File: config.mk
export PLATFORM = sky130hd
export DESIGN_NAME = cds_clock_control
export DESIGN_NICKNAME = d
export VERILOG_FILES = /design/src/cds_pkg.sv /design/src/cds_clock_control.sv
export SDC_FILE = /design/constraint.sdc
export NUM_CORES = 1
export LEC_CHECK = 0
export BUFFER_PORTS_ARGS = -buffer_cell sky130_fd_sc_hd__buf_2
export CELL_PAD_IN_SITES_DETAIL_PLACEMENT = 0
export CELL_PAD_IN_SITES_GLOBAL_PLACEMENT = 1
export CORE_MARGIN = 10
export CORE_UTILIZATION = 44
export CTS_CLUSTER_DIAMETER = 30
export DETAILED_ROUTE_END_ITERATION = 10
export PLACE_DENSITY_LB_ADDON = 0.1
export SLEW_MARGIN = 25
export SYNTH_ARGS = -nofsm -noshare
export SYNTH_HDL_FRONTEND = slang
export SYNTH_SLANG_ARGS = --single-unit
File: constraint.sdc
create_clock -name clk_sys -period 3.5 [get_ports clk_sys]
set_input_delay 0.35 -clock clk_sys [delete_from_list [all_inputs] [get_ports clk_sys]]
set_output_delay 0.35 -clock clk_sys [all_outputs]
set_load 0.01 [all_outputs]
File: src/cds_pkg.sv
`default_nettype none
package cds_pkg;
  localparam int CNT_W = 16;
  localparam int DIV_W = 4;

  typedef enum logic [4:0] {
    ST_HOLD    = 5'h01,
    ST_TIMEOUT = 5'h02,
    ST_STARTUP = 5'h04,
    ST_RUN     = 5'h08,
    ST_SLEEP   = 5'h10
  } cds_rst_e;

  typedef enum logic [3:0] {
    MX_XTAL    = 4'h1,
    MX_TO_PLL  = 4'h2,
    MX_PLL     = 4'h4,
    MX_TO_XTAL = 4'h8
  } cds_mux_e;

  // clock select fuses, 1 = unprogrammed
  localparam logic [3:0] SHIP_CKSEL   = 4'hF;
  localparam logic [1:0] SHIP_SUT     = 2'h3;
  localparam logic       SRC_EXTERNAL = 1'h0;
  localparam int         SRC_TYPE_BIT = 3;

  // watchdog oscillator cycles of reset time-out
  localparam logic [CNT_W-1:0] TOUT_NONE  = 16'h0000;
  localparam logic [CNT_W-1:0] TOUT_SHORT = 16'h0200;
  // oscillator start-up cycles
  localparam logic [CNT_W-1:0] STUP_EXT   = 16'h0006;
  localparam logic [CNT_W-1:0] STUP_RES_S = 16'h0102;
  localparam logic [CNT_W-1:0] STUP_RES_L = 16'h0400;

  localparam int PLL_KHZ      = 96000;
  localparam int CARD_MAX_KHZ = 12000;
  localparam int CARD_MIN_DIV = (PLL_KHZ + CARD_MAX_KHZ - 1) / CARD_MAX_KHZ;
  localparam logic [DIV_W-1:0] CARD_MIN_SET = DIV_W'(CARD_MIN_DIV - 1);
endpackage
`default_nettype wire
File: src/cds_clock_control.sv
// Notes on behaviour
// core clock feeds register file, status, stack; stopping it halts the core.
// peripheral clock feeds timers, SPI, serial port and interrupt unit.
// selected interrupt inputs are caught even while peripheral clock stops.
// power-reduction bits gate fast SPI, card, USB device and host clocks.
// memory read clock runs together with the core clock.
// memory write clock comes from its own oscillator, not the core.
// async timer clock runs from its own source, also during sleep.
// fast SPI clock divided from the root clock, not the core clock.
// card clock divided from root clock, never above 12 MHz.
// USB clocks only when root is PLL, divided by two.
// root clock selects the crystal input at start-up.
// source type fuse 1 selects crystal, 0 selects external clock.
// blank fuses give crystal, longest start-up and time-out enabled.
// clearing the PLL select bit returns the root clock to crystal.
// internal time-out starts only after all other reset sources release.
// time-out is 0, 512 or 8192 watchdog cycles chosen by fuses.
// a counter on the oscillator holds reset for the start-up count.
// start-up count depends on clock type, 6 up to many thousand cycles.
// reset uses time-out plus start-up; wake from sleep only start-up.
// PLL enable starts locking; lock status set once the clock is stable.
// software selects the PLL only after lock status is set.
// root clock switches without truncated or merged pulses.
`timescale 1ns/100ps
`default_nettype none
module cds_clock_control #(
  parameter int                TIMEOUT_LONG   = 8192,
  parameter int                STARTUP_XTAL   = 16384,
  parameter int                IRQ_W          = 4,
  parameter logic [IRQ_W-1:0]  ASYNC_IRQ_MASK = 4'h3
) (
  input  wire logic                      clk_sys,
  input  wire logic                      rst_n,
  input  wire logic                      resetSrc_n,
  input  wire logic                      crystalPin,
  input  wire logic                      wdtOscPin,
  input  wire logic                      rcOscPin,
  input  wire logic                      asyncTimerPin,
  input  wire logic                      pllLockPin,
  input  wire logic [IRQ_W-1:0]          extIrqPin,
  input  wire logic                      pllTick,
  input  wire logic                      fuseBlank,
  input  wire logic [3:0]                clockSelectFuses,
  input  wire logic [1:0]                startupTimeFuses,
  input  wire logic                      pllEnable,
  input  wire logic                      pllSelect,
  input  wire logic                      idleSleep,
  input  wire logic                      deepSleep,
  input  wire logic                      prFastSpi,
  input  wire logic                      prCardIface,
  input  wire logic                      prUsbDevice,
  input  wire logic                      prUsbHost,
  input  wire logic [cds_pkg::DIV_W-1:0] fastSpiDiv,
  input  wire logic [cds_pkg::DIV_W-1:0] cardDiv,
  input  wire logic [IRQ_W-1:0]          irqClear,
  output logic                           internalReset_n,
  output logic                           rootMuxClock,
  output logic                           rootIsPll,
  output logic                           pllLocked,
  output logic                           coreDomainClock,
  output logic                           memoryReadClock,
  output logic                           peripheralClock,
  output logic                           memoryWriteClock,
  output logic                           asyncTimerClock,
  output logic                           fastSpiClock,
  output logic                           cardIfaceClock,
  output logic                           usbDeviceClock,
  output logic                           usbHostClock,
  output logic [IRQ_W-1:0]               irqPending
);
  localparam int SW = 6 + IRQ_W;
  localparam int CW = cds_pkg::CNT_W;
  localparam int DW = cds_pkg::DIV_W;

  if (TIMEOUT_LONG < 1 || TIMEOUT_LONG >= (1 << CW)) begin : g_badTout
    $error("TIMEOUT_LONG out of counter range");
  end
  if (STARTUP_XTAL < 1 || STARTUP_XTAL >= (1 << CW)) begin : g_badStup
    $error("STARTUP_XTAL out of counter range");
  end

  // pins cross into clk_sys; stage C only feeds edge detection
  logic [SW-1:0] syncA;
  logic [SW-1:0] syncB;
  logic [SW-1:0] syncC;
  always_ff @(posedge clk_sys or negedge rst_n)
    if (!rst_n)
    begin
      syncA <= '0;
      syncB <= '0;
      syncC <= '0;
    end
    else
    begin
      syncA <= {resetSrc_n, crystalPin, wdtOscPin, rcOscPin,
                asyncTimerPin, pllLockPin, extIrqPin};
      syncB <= syncA;
      syncC <= syncB;
    end

  logic             resetOk;
  logic             xtalTick;
  logic             wdtTick;
  logic             rcTick;
  logic             asyncTick;
  logic             lockSync;
  logic [IRQ_W-1:0] irqEdge;
  assign resetOk   = syncB[SW-1];
  assign xtalTick  = syncB[SW-2] & ~syncC[SW-2];
  assign wdtTick   = syncB[SW-3] & ~syncC[SW-3];
  assign rcTick    = syncB[SW-4] & ~syncC[SW-4];
  assign asyncTick = syncB[SW-5] & ~syncC[SW-5];
  assign lockSync  = syncB[SW-6];
  assign irqEdge   = syncB[IRQ_W-1:0] & ~syncC[IRQ_W-1:0];

  function automatic logic [CW-1:0] f_timeout(
    input logic [3:0] ck,
    input logic [1:0] sut
  );
    logic [2:0] code;
    code = {ck[0], sut};
    if (ck[cds_pkg::SRC_TYPE_BIT] == cds_pkg::SRC_EXTERNAL)
      f_timeout = (sut == 2'h0) ? cds_pkg::TOUT_NONE :
                  (sut == 2'h1) ? cds_pkg::TOUT_SHORT : CW'(TIMEOUT_LONG);
    else if (code == 3'h2 || code == 3'h5)
      f_timeout = cds_pkg::TOUT_NONE;
    else if (code == 3'h0 || code == 3'h3 || code == 3'h6)
      f_timeout = cds_pkg::TOUT_SHORT;
    else
      f_timeout = CW'(TIMEOUT_LONG);
  endfunction

  function automatic logic [CW-1:0] f_startup(
    input logic [3:0] ck,
    input logic [1:0] sut
  );
    logic [2:0] code;
    code = {ck[0], sut};
    if (ck[cds_pkg::SRC_TYPE_BIT] == cds_pkg::SRC_EXTERNAL)
      f_startup = cds_pkg::STUP_EXT;
    else if (code <= 3'h1)
      f_startup = cds_pkg::STUP_RES_S;
    else if (code <= 3'h4)
      f_startup = cds_pkg::STUP_RES_L;
    else
      f_startup = CW'(STARTUP_XTAL);
  endfunction

  cds_pkg::cds_rst_e stState;
  logic [CW-1:0]     cnt;
  logic              fromReset;

  // fuses are read while held in reset; blank array means ship setup
  logic [3:0]    effCksel;
  logic [1:0]    effSut;
  logic [CW-1:0] toutTarget;
  logic [CW-1:0] stupTarget;
  assign effCksel = fuseBlank ? cds_pkg::SHIP_CKSEL : clockSelectFuses;
  assign effSut   = fuseBlank ? cds_pkg::SHIP_SUT : startupTimeFuses;
  always_ff @(posedge clk_sys or negedge rst_n)
    if (!rst_n)
    begin
      toutTarget <= '0;
      stupTarget <= '0;
    end
    else if (stState == cds_pkg::ST_HOLD)
    begin
      toutTarget <= f_timeout(effCksel, effSut);
      stupTarget <= f_startup(effCksel, effSut);
    end

  always_ff @(posedge clk_sys or negedge rst_n)
    if (!rst_n)
    begin
      stState   <= cds_pkg::ST_HOLD;
      cnt       <= '0;
      fromReset <= 1'b1;
    end
    else if (!resetOk)
    begin
      stState   <= cds_pkg::ST_HOLD;
      cnt       <= '0;
      fromReset <= 1'b1;
    end
    else
      unique case (stState)
        cds_pkg::ST_HOLD:
        begin
          stState <= cds_pkg::ST_TIMEOUT;
          cnt     <= '0;
        end
        cds_pkg::ST_TIMEOUT:
          if (cnt == toutTarget)
          begin
            stState <= cds_pkg::ST_STARTUP;
            cnt     <= '0;
          end
          else if (wdtTick)
            cnt <= cnt + 1'b1;
        cds_pkg::ST_STARTUP:
          if (cnt == stupTarget)
          begin
            stState   <= cds_pkg::ST_RUN;
            fromReset <= 1'b0;
          end
          else if (xtalTick)
            cnt <= cnt + 1'b1;
        cds_pkg::ST_RUN:
          if (deepSleep)
            stState <= cds_pkg::ST_SLEEP;
        cds_pkg::ST_SLEEP:
          if (!deepSleep)
          begin
            stState <= cds_pkg::ST_STARTUP;
            cnt     <= '0;
          end
      endcase

  // reset stays low through start-up only on the path from a reset
  always_ff @(posedge clk_sys or negedge rst_n)
    if (!rst_n)
      internalReset_n <= 1'b0;
    else if (!resetOk)
      internalReset_n <= 1'b0;
    else if (fromReset && stState == cds_pkg::ST_STARTUP &&
             cnt == stupTarget)
      internalReset_n <= 1'b1;

  // root mux: each switch leaves a gap until the new source's next edge
  cds_pkg::cds_mux_e muxState;
  logic              rootTick;
  always_comb
  begin
    rootTick = 1'b0;
    unique case (muxState)
      cds_pkg::MX_XTAL:    rootTick = xtalTick;
      cds_pkg::MX_PLL:     rootTick = pllTick;
      cds_pkg::MX_TO_PLL:  rootTick = 1'b0;
      cds_pkg::MX_TO_XTAL: rootTick = 1'b0;
    endcase
  end

  always_ff @(posedge clk_sys or negedge rst_n)
    if (!rst_n)
      muxState <= cds_pkg::MX_XTAL;
    else
      unique case (muxState)
        cds_pkg::MX_XTAL:
          if (pllSelect && xtalTick)
            muxState <= cds_pkg::MX_TO_PLL;
        cds_pkg::MX_TO_PLL:
          if (!pllSelect)
            muxState <= cds_pkg::MX_XTAL;
          else if (pllTick)
            muxState <= cds_pkg::MX_PLL;
        cds_pkg::MX_PLL:
          if (!pllSelect && pllTick)
            muxState <= cds_pkg::MX_TO_XTAL;
        cds_pkg::MX_TO_XTAL:
          if (xtalTick)
            muxState <= cds_pkg::MX_XTAL;
      endcase

  logic running;
  logic coreGo;
  assign running = resetOk && stState == cds_pkg::ST_RUN;
  assign coreGo  = running && !idleSleep;

  // dividers count root edges; card ratio clamped on the fast source
  logic [DW-1:0] spiCnt;
  logic [DW-1:0] cardCnt;
  logic [DW-1:0] cardSet;
  logic          usbPhase;
  logic          spiFire;
  logic          cardFire;
  logic          usbFire;
  assign cardSet  = (muxState == cds_pkg::MX_PLL &&
                     cardDiv < cds_pkg::CARD_MIN_SET) ?
                    cds_pkg::CARD_MIN_SET : cardDiv;
  assign spiFire  = rootTick && running && spiCnt >= fastSpiDiv;
  assign cardFire = rootTick && running && cardCnt >= cardSet;
  assign usbFire  = rootTick && running && usbPhase &&
                    muxState == cds_pkg::MX_PLL;

  always_ff @(posedge clk_sys or negedge rst_n)
    if (!rst_n)
    begin
      spiCnt   <= '0;
      cardCnt  <= '0;
      usbPhase <= 1'b0;
    end
    else if (rootTick && running)
    begin
      spiCnt   <= spiFire ? '0 : spiCnt + 1'b1;
      cardCnt  <= cardFire ? '0 : cardCnt + 1'b1;
      usbPhase <= (muxState == cds_pkg::MX_PLL) && !usbPhase;
    end

  always_ff @(posedge clk_sys or negedge rst_n)
    if (!rst_n)
      pllLocked <= 1'b0;
    else
      pllLocked <= pllEnable && lockSync;

  always_ff @(posedge clk_sys or negedge rst_n)
    if (!rst_n)
    begin
      rootMuxClock     <= 1'b0;
      rootIsPll        <= 1'b0;
      coreDomainClock  <= 1'b0;
      memoryReadClock  <= 1'b0;
      peripheralClock  <= 1'b0;
      memoryWriteClock <= 1'b0;
      asyncTimerClock  <= 1'b0;
      fastSpiClock     <= 1'b0;
      cardIfaceClock   <= 1'b0;
      usbDeviceClock   <= 1'b0;
      usbHostClock     <= 1'b0;
    end
    else
    begin
      rootMuxClock     <= rootTick && stState != cds_pkg::ST_SLEEP;
      rootIsPll        <= muxState == cds_pkg::MX_PLL;
      coreDomainClock  <= rootTick && coreGo;
      memoryReadClock  <= rootTick && coreGo;
      peripheralClock  <= rootTick && running;
      memoryWriteClock <= rcTick && running;
      asyncTimerClock  <= asyncTick;
      fastSpiClock     <= spiFire && !prFastSpi;
      cardIfaceClock   <= cardFire && !prCardIface;
      usbDeviceClock   <= usbFire && !prUsbDevice;
      usbHostClock     <= usbFire && !prUsbHost;
    end

  // async inputs latch with clocks stopped; a new edge beats a clear
  for (genvar i = 0; i < IRQ_W; i++) begin : g_irq
    logic caught;
    assign caught = irqEdge[i] && (ASYNC_IRQ_MASK[i] || running);
    always_ff @(posedge clk_sys or negedge rst_n)
      if (!rst_n)
        irqPending[i] <= 1'b0;
      else if (caught)
        irqPending[i] <= 1'b1;
      else if (irqClear[i])
        irqPending[i] <= 1'b0;
  end
endmodule // cds_clock_control
`default_nettype wire

==> results.txt, run 1 <==
Synth unique cells -> 59
Cells after synthesis -> 388
Final period utilization -> 0.852
Global-route wire length before repair -> 14400 um
Fin nets -> 493
Post-CTS Setup Repair Bufs -> 0
Post-CTS Hold Buffers -> 0
Aggregate global routing overflow -> 0
Arrival @ worst endpoint -> 3.27 ns
Max-slew violations -> 0
PD cells -> 455 nW/um^2
Critical Path Start Type -> register
I/O pins -> 57
Run status -> finished clean
Post-Layout Cell Count -> 554
Max_cap viols -> 0
DR pass1 iterations -> 4
Full die area -> 13200 um^2
CTS tree -> built
Critical path type -> reg -> reg
CP required -> 3.79 ns
Count leader, synth -> dfrtp_1
Flops & latches, synth -> 86
Area post-placement -> 4340 um^2
Num CTS Buffers -> 9
CP max FO -> 14
Worst-case clock skew -> 0.0120 ns
Main synth FF type -> dfrtp_1
Starting Density -> 0.454
GR Util All Layers -> 0.131
Post-route ant nets -> 0
Initial DRC count -> 130
Total Power -> 0.00207 W
Number of global-route vias before repair -> 2978
Comb power frac -> 0.142
Design area -> 4540 um^2
VDD IR max -> 0.154 mV
DP Cell Count -> 538
Area grow syn2layout -> 14.2%
Leakage -> 2.20 nW
Clk slew on worst S/H paths -> 0.09 ns
Dominant cells by area after synthesis -> dfrtp_1 (52%), ha_1 (3.8%), o21ai_0 (3.4%), nand2_1 (2.9%), nor2_1 (2.6%)
EDFF count, synth -> 0
Horiz. Die Dim -> 115 um
I/O Buffers -> 54
Syn_nets -> 440
Fmax -> 0.336 GHz
CTS root buffer -> clkbuf_8
GP Congestion -> 0.836
Slew margin rel. -> 0.518
Reg2reg end -> cnt[15]$_DFFE_PN0P_
Syn_area_per_cell -> 10.3 um^2
Top post-synthesis cells by count -> dfrtp_1 (83), nand2_1 (31), nor2_1 (28)
Initial antenna violation count -> 0
R2r setup slk -> 0.52 ns
Drt total wl -> 8460 um
DP HPWL -> 6000 um
Core footprint -> 8760 um^2
Clk sinks -> 86
CTS max path bufs -> 2
Pre-CTS setup slack -> 0.523 ns
Largest area contributor in the netlist -> dfrtp_1
CP Capture Type -> register
Avg WL per Cell -> 15.3 um
Finish-stage setup viols -> 0
DRC -> 0
Vias -> 3011
Tmin final -> 2.98 ns
Clk pwr share -> 0.321
RSZ-0062 raised after global routing -> no
Synth warn -> 0
DR vias/cell -> 5.44
Hold Path Class -> in -> async
Sw Share -> 0.288
H-tree levels -> 3
Core Rows -> 34
Antenna cells -> 0
Final hold vios -> 0
Layout cell share with drive strength beyond 1 -> 0.193
Switching Power -> 0.000595 W
Sequential Power Share -> 0.536
Largest net degree at the start of global routing -> 84
Internal Power -> 0.00147 W
Die Y -> 115 um
Worst-Margin Slew -> 0.723 ns
Resized Gates After CTS -> 0
Worst r2r src -> cnt[0]$_DFFE_PN0P_
Post-synth ARST share -> 1.00
Top cell type's share of synthesized area -> 0.522
Clk_lat worst skew -> 0.36 ns
Register area share after synthesis -> 0.542
R2r worst-path depth -> 8
Setup tns final -> 0 ns
Post-synthesis cell area -> 3980 um^2
Final worst-path setup slack -> 0.519 ns
## state kept, by name, summed over array words and instances, names as in the netlist, 4 cells and up
name        count
muxState        4
stupTarget      5
syncC           8
cardCnt         4
syncA          10
spiCnt          4
stState         5
irqPending      4
cnt            16
syncB          10
## power groups by stage
stage	combinational, W	clock, W	sequential [W]
6_report	0.000294	0.000665	0.00111
5_1_grt	0.000338	0.000736	0.00112
4_1_cts	0.000297	0.000693	0.00111
3_5_place_dp	0.000295	0	0.00113
3_3_place_gp	0.000292	0	0.00113
2_1_floorplan	0.000200	0	0.00111
## cells in the final DEF (no fill, tap or decap), types with 5 or more instances in the layout
master    synthesis  layout
dfrtp_1          83      83
nand2b_1          5       5
and3_1            8       8
a21o_1            5       5
nor2_1           28      28
a21oi_1          12      12
nand2_1          31      31
nand3_1          20      20
ha_1             12      12
o22ai_1           5       5
nor2b_1          11      11
o31ai_1          14      14
buf_2             1      53
o21ai_0          27      27
inv_1            27      27
clkbuf_8          0      10
xor2_1            9       9
## per-layer routing
metal,up-vias,track usage,routed length [um]
li1,1507,-,-
met1,1428,0.171,3920
met2,64,0.205,3960
met3,12,0.0313,444
met4,0,0.0512,133
met5,-,0,0
## worst max-delay path by stage
stage               cells past startpoint                  end                from
finish                                  8  cnt[15]$_DFFE_PN0P_  cnt[0]$_DFFE_PN0P_
global route                            8  cnt[15]$_DFFE_PN0P_  cnt[0]$_DFFE_PN0P_
CTS                                     8  cnt[15]$_DFFE_PN0P_  cnt[0]$_DFFE_PN0P_
detailed placement                      8  cnt[15]$_DFFE_PN0P_  cnt[0]$_DFFE_PN0P_
global placement                        8  cnt[15]$_DFFE_PN0P_  cnt[0]$_DFFE_PN0P_
floorplan                               8  cnt[15]$_DFFE_PN0P_  cnt[0]$_DFFE_PN0P_
## cell type report
class | count | area [um^2]
multi-input cells | 258 | 1650
clock buffers | 10 | 138
inverters | 28 | 105
clock inverters | 6 | 51.3
well taps | 108 | 135
fillers | 826 | 4220
repair buffers | 58 | 307
flip-flops and latches | 86 | 2160
## kinds of logic after synthesis
kind of cell	count (synthesis)	synth area share
AND/OR/NAND/NOR	136	0.181
XOR/XNOR	9	0.0198
buffers and inverters	44	0.0447
multiplexers	4	0.0101
flip-flops	86	0.542
adder cells (fa/ha/maj)	12	0.0377
AO/OA/AOI/OAI	97	0.165
## per-stage QoR
step | hold slack [ns] | utilization
after global routing | 0.0704 | 0.518
after global placement | 0.332 | 0.496
final | 0.0180 | 0.518
after detailed placement | 0.335 | 0.496
after floorplan | 0.0544 | -
after CTS | 0.0798 | 0.517
## worst max-delay path: stages, from the launching register on
cell	delay [ns]
dfrtp_1	0.46
inv_1	0.09
ha_1	0.13
or4b_1	0.43
or4_4	0.45
o221a_4	0.26
or4b_4	0.64
or3_1	0.37
o21ai_1	0.07
Power figures use the tool's default switching activity.
==> run 2: changes to the inputs <==
==> constraint.sdc (replaced) <==
create_clock -name clk_sys -period 3 [get_ports clk_sys]
set_input_delay 0.3 -clock clk_sys [delete_from_list [all_inputs] [get_ports clk_sys]]
set_output_delay 0.3 -clock clk_sys [all_outputs]
set_load 0.01 [all_outputs]
==> run 2 against run 1 <==
The flow now finishes with violations (hold timing). Sequential power increased by 16%. Sequential share of layout area decreased by 0.58 points. Via count increased by 0.80%. Maximum frequency increased by 5.6%. Critical path type unchanged. Highest routed layer unchanged.
==> results.txt, run 2 (same netlist as run 1, synthesis figures left out) <==
Fin nets -> 504
Tmin final -> 2.82 ns
Final worst-path setup slack -> 0.177 ns
Critical path type -> reg -> reg
Aggregate global routing overflow -> 0
DR vias/cell -> 5.37
Initial antenna violation count -> 0
Resized Gates After CTS -> 0
Fmax -> 0.354 GHz
Post-route ant nets -> 0
Num CTS Buffers -> 9
Core Rows -> 34
Run status -> finished with violations
Slowest stage delay, CP -> 0.61 ns
GP Congestion -> 0.829
CTS max path bufs -> 2
Setup tns final -> 0 ns
Final hold vios -> 4
H-tree levels -> 3
Largest register by flop count -> cnt
Max-slew violations -> 0
VDD IR max -> 0.193 mV
Critical-path top delay cell -> or4b_4
Layout cell share with drive strength beyond 1 -> 0.208
Largest registers -> cnt (16), syncA (10), syncB (10)
Clk sinks -> 86
Finish-stage setup viols -> 0
DP HPWL -> 6250 um
Hold Path Class -> in -> async
Max_cap viols -> 0
Hold Slack -> -0.00204 ns
DR pass1 iterations -> 4
Final period utilization -> 0.941
Global-route wire length before repair -> 14100 um
Failing checks -> hold timing
Design area -> 4600 um^2
Core footprint -> 8760 um^2
Area post-placement -> 4430 um^2
Worst r2r src -> cnt[0]$_DFFE_PN0P_
Reg2reg end -> cnt[15]$_DFFE_PN0P_
R2r setup slk -> 0.18 ns
R2r worst-path depth -> 8
Largest net degree at the start of global routing -> 61
Cell family with most CP delay -> simple AND/OR/NAND/NOR gates
Most frequent cells in the layout -> dfrtp_1 (83), buf_2 (53), nand2_1 (31)
Post-CTS Setup Repair Bufs -> 0
Crit path buf inv count -> 1
Critical Path Start Type -> register
CP Capture Type -> register
Post-CTS Hold Buffers -> 0
CP max FO -> 11
Initial DRC count -> 184
Leakage -> 2.24 nW
Area grow syn2layout -> 15.6%
Full die area -> 13200 um^2
CTS tree -> built
RSZ-0062 raised after global routing -> no
CP required -> 3.27 ns
Worst-Margin Slew -> 0.738 ns
DRC -> 0
Vias -> 3035
PD cells -> 514 nW/um^2
Worst-case clock skew -> 0.0100 ns
Number of global-route vias before repair -> 2950
Leading cell type in the layout, fill and taps excluded -> dfrtp_1
Avg WL per Cell -> 14.8 um
Post-Layout Cell Count -> 565
CTS root buffer -> clkbuf_8
I/O Buffers -> 54
Starting Density -> 0.454
I/O pins -> 57
DP Cell Count -> 549
Critical path cell sequence -> inv_1 > ha_1 > or4b_1 > or4_4 > o221a_4 > or4b_4 > or3_1 > o21ai_1
Pre-CTS setup slack -> 0.182 ns
Die Y -> 115 um
GR Util All Layers -> 0.129
Clk slew on worst S/H paths -> 0.09 ns
Clk_lat worst skew -> 0.35 ns
Max FFs per register -> 16
Horiz. Die Dim -> 115 um
Drt total wl -> 8360 um
Slew margin rel. -> 0.508
Arrival @ worst endpoint -> 3.10 ns
Antenna cells -> 0
[run 2: cell count changes in the layout (fill, tap and decap cells not counted), sizes merged]
| cell | previous run | this run |
|---|---|---|
| clkinv | 3 | 2 |
| buf | 58 | 69 |
| clkinvlp | 1 | 3 |
| inv | 30 | 29 |
[run 2: layout make-up]
class	count	area [um^2]
clock buffers	10	128
clock inverters	6	45.0
fillers	816	4170
inverters	28	105
multi-input cells	258	1640
flip-flops and latches	86	2160
well taps	108	135
repair buffers	69	385
[run 2: metrics by stage]
stage	hold WS [ns]	total power [W]	util
global placement	0.332	0.00166	0.505
detailed placement	0.336	0.00166	0.505
global route	0.0240	0.00250	0.525
finish	-0.00204	0.00236	0.525
floorplan	0.00441	0.00153	-
CTS	0.0188	0.00239	0.525
[run 2: metal layers]
layer | vias to the layer above | share of wire | track usage
li1 | 1515 | - | -
met1 | 1447 | 0.47 | 0.167
met2 | 63 | 0.46 | 0.202
met3 | 10 | 0.054 | 0.0365
met4 | 0 | 0.012 | 0.0429
met5 | - | 0 | 0
[run 2: worst max-delay path by stage]
stage | slack (ns) | start | endpoint | depth (start not counted)
after detailed placement | 0.18 | cnt[0]$_DFFE_PN0P_ | cnt[6]$_DFFE_PN0P_ | 8
final | 0.18 | cnt[0]$_DFFE_PN0P_ | cnt[15]$_DFFE_PN0P_ | 8
after global routing | 0.01 | cnt[1]$_DFFE_PN0P_ | cnt[7]$_DFFE_PN0P_ | 8
after floorplan | 0.28 | cnt[0]$_DFFE_PN0P_ | cnt[15]$_DFFE_PN0P_ | 8
after global placement | 0.21 | cnt[0]$_DFFE_PN0P_ | cnt[15]$_DFFE_PN0P_ | 8
after CTS | 0.16 | cnt[0]$_DFFE_PN0P_ | cnt[15]$_DFFE_PN0P_ | 8
[run 2: report_power, final]
| group | switching, W | total, W | internal, W | leakage [nW] |
|---|---|---|---|---|
| sequential | 0.0000631 | 0.00129 | 0.00123 | 1.10 |
| clock | 0.000422 | 0.000727 | 0.000305 | 0.0793 |
| combinational | 0.000186 | 0.000343 | 0.000157 | 1.07 |
| total | 0.000671 | 0.00236 | 0.00169 | 2.24 |
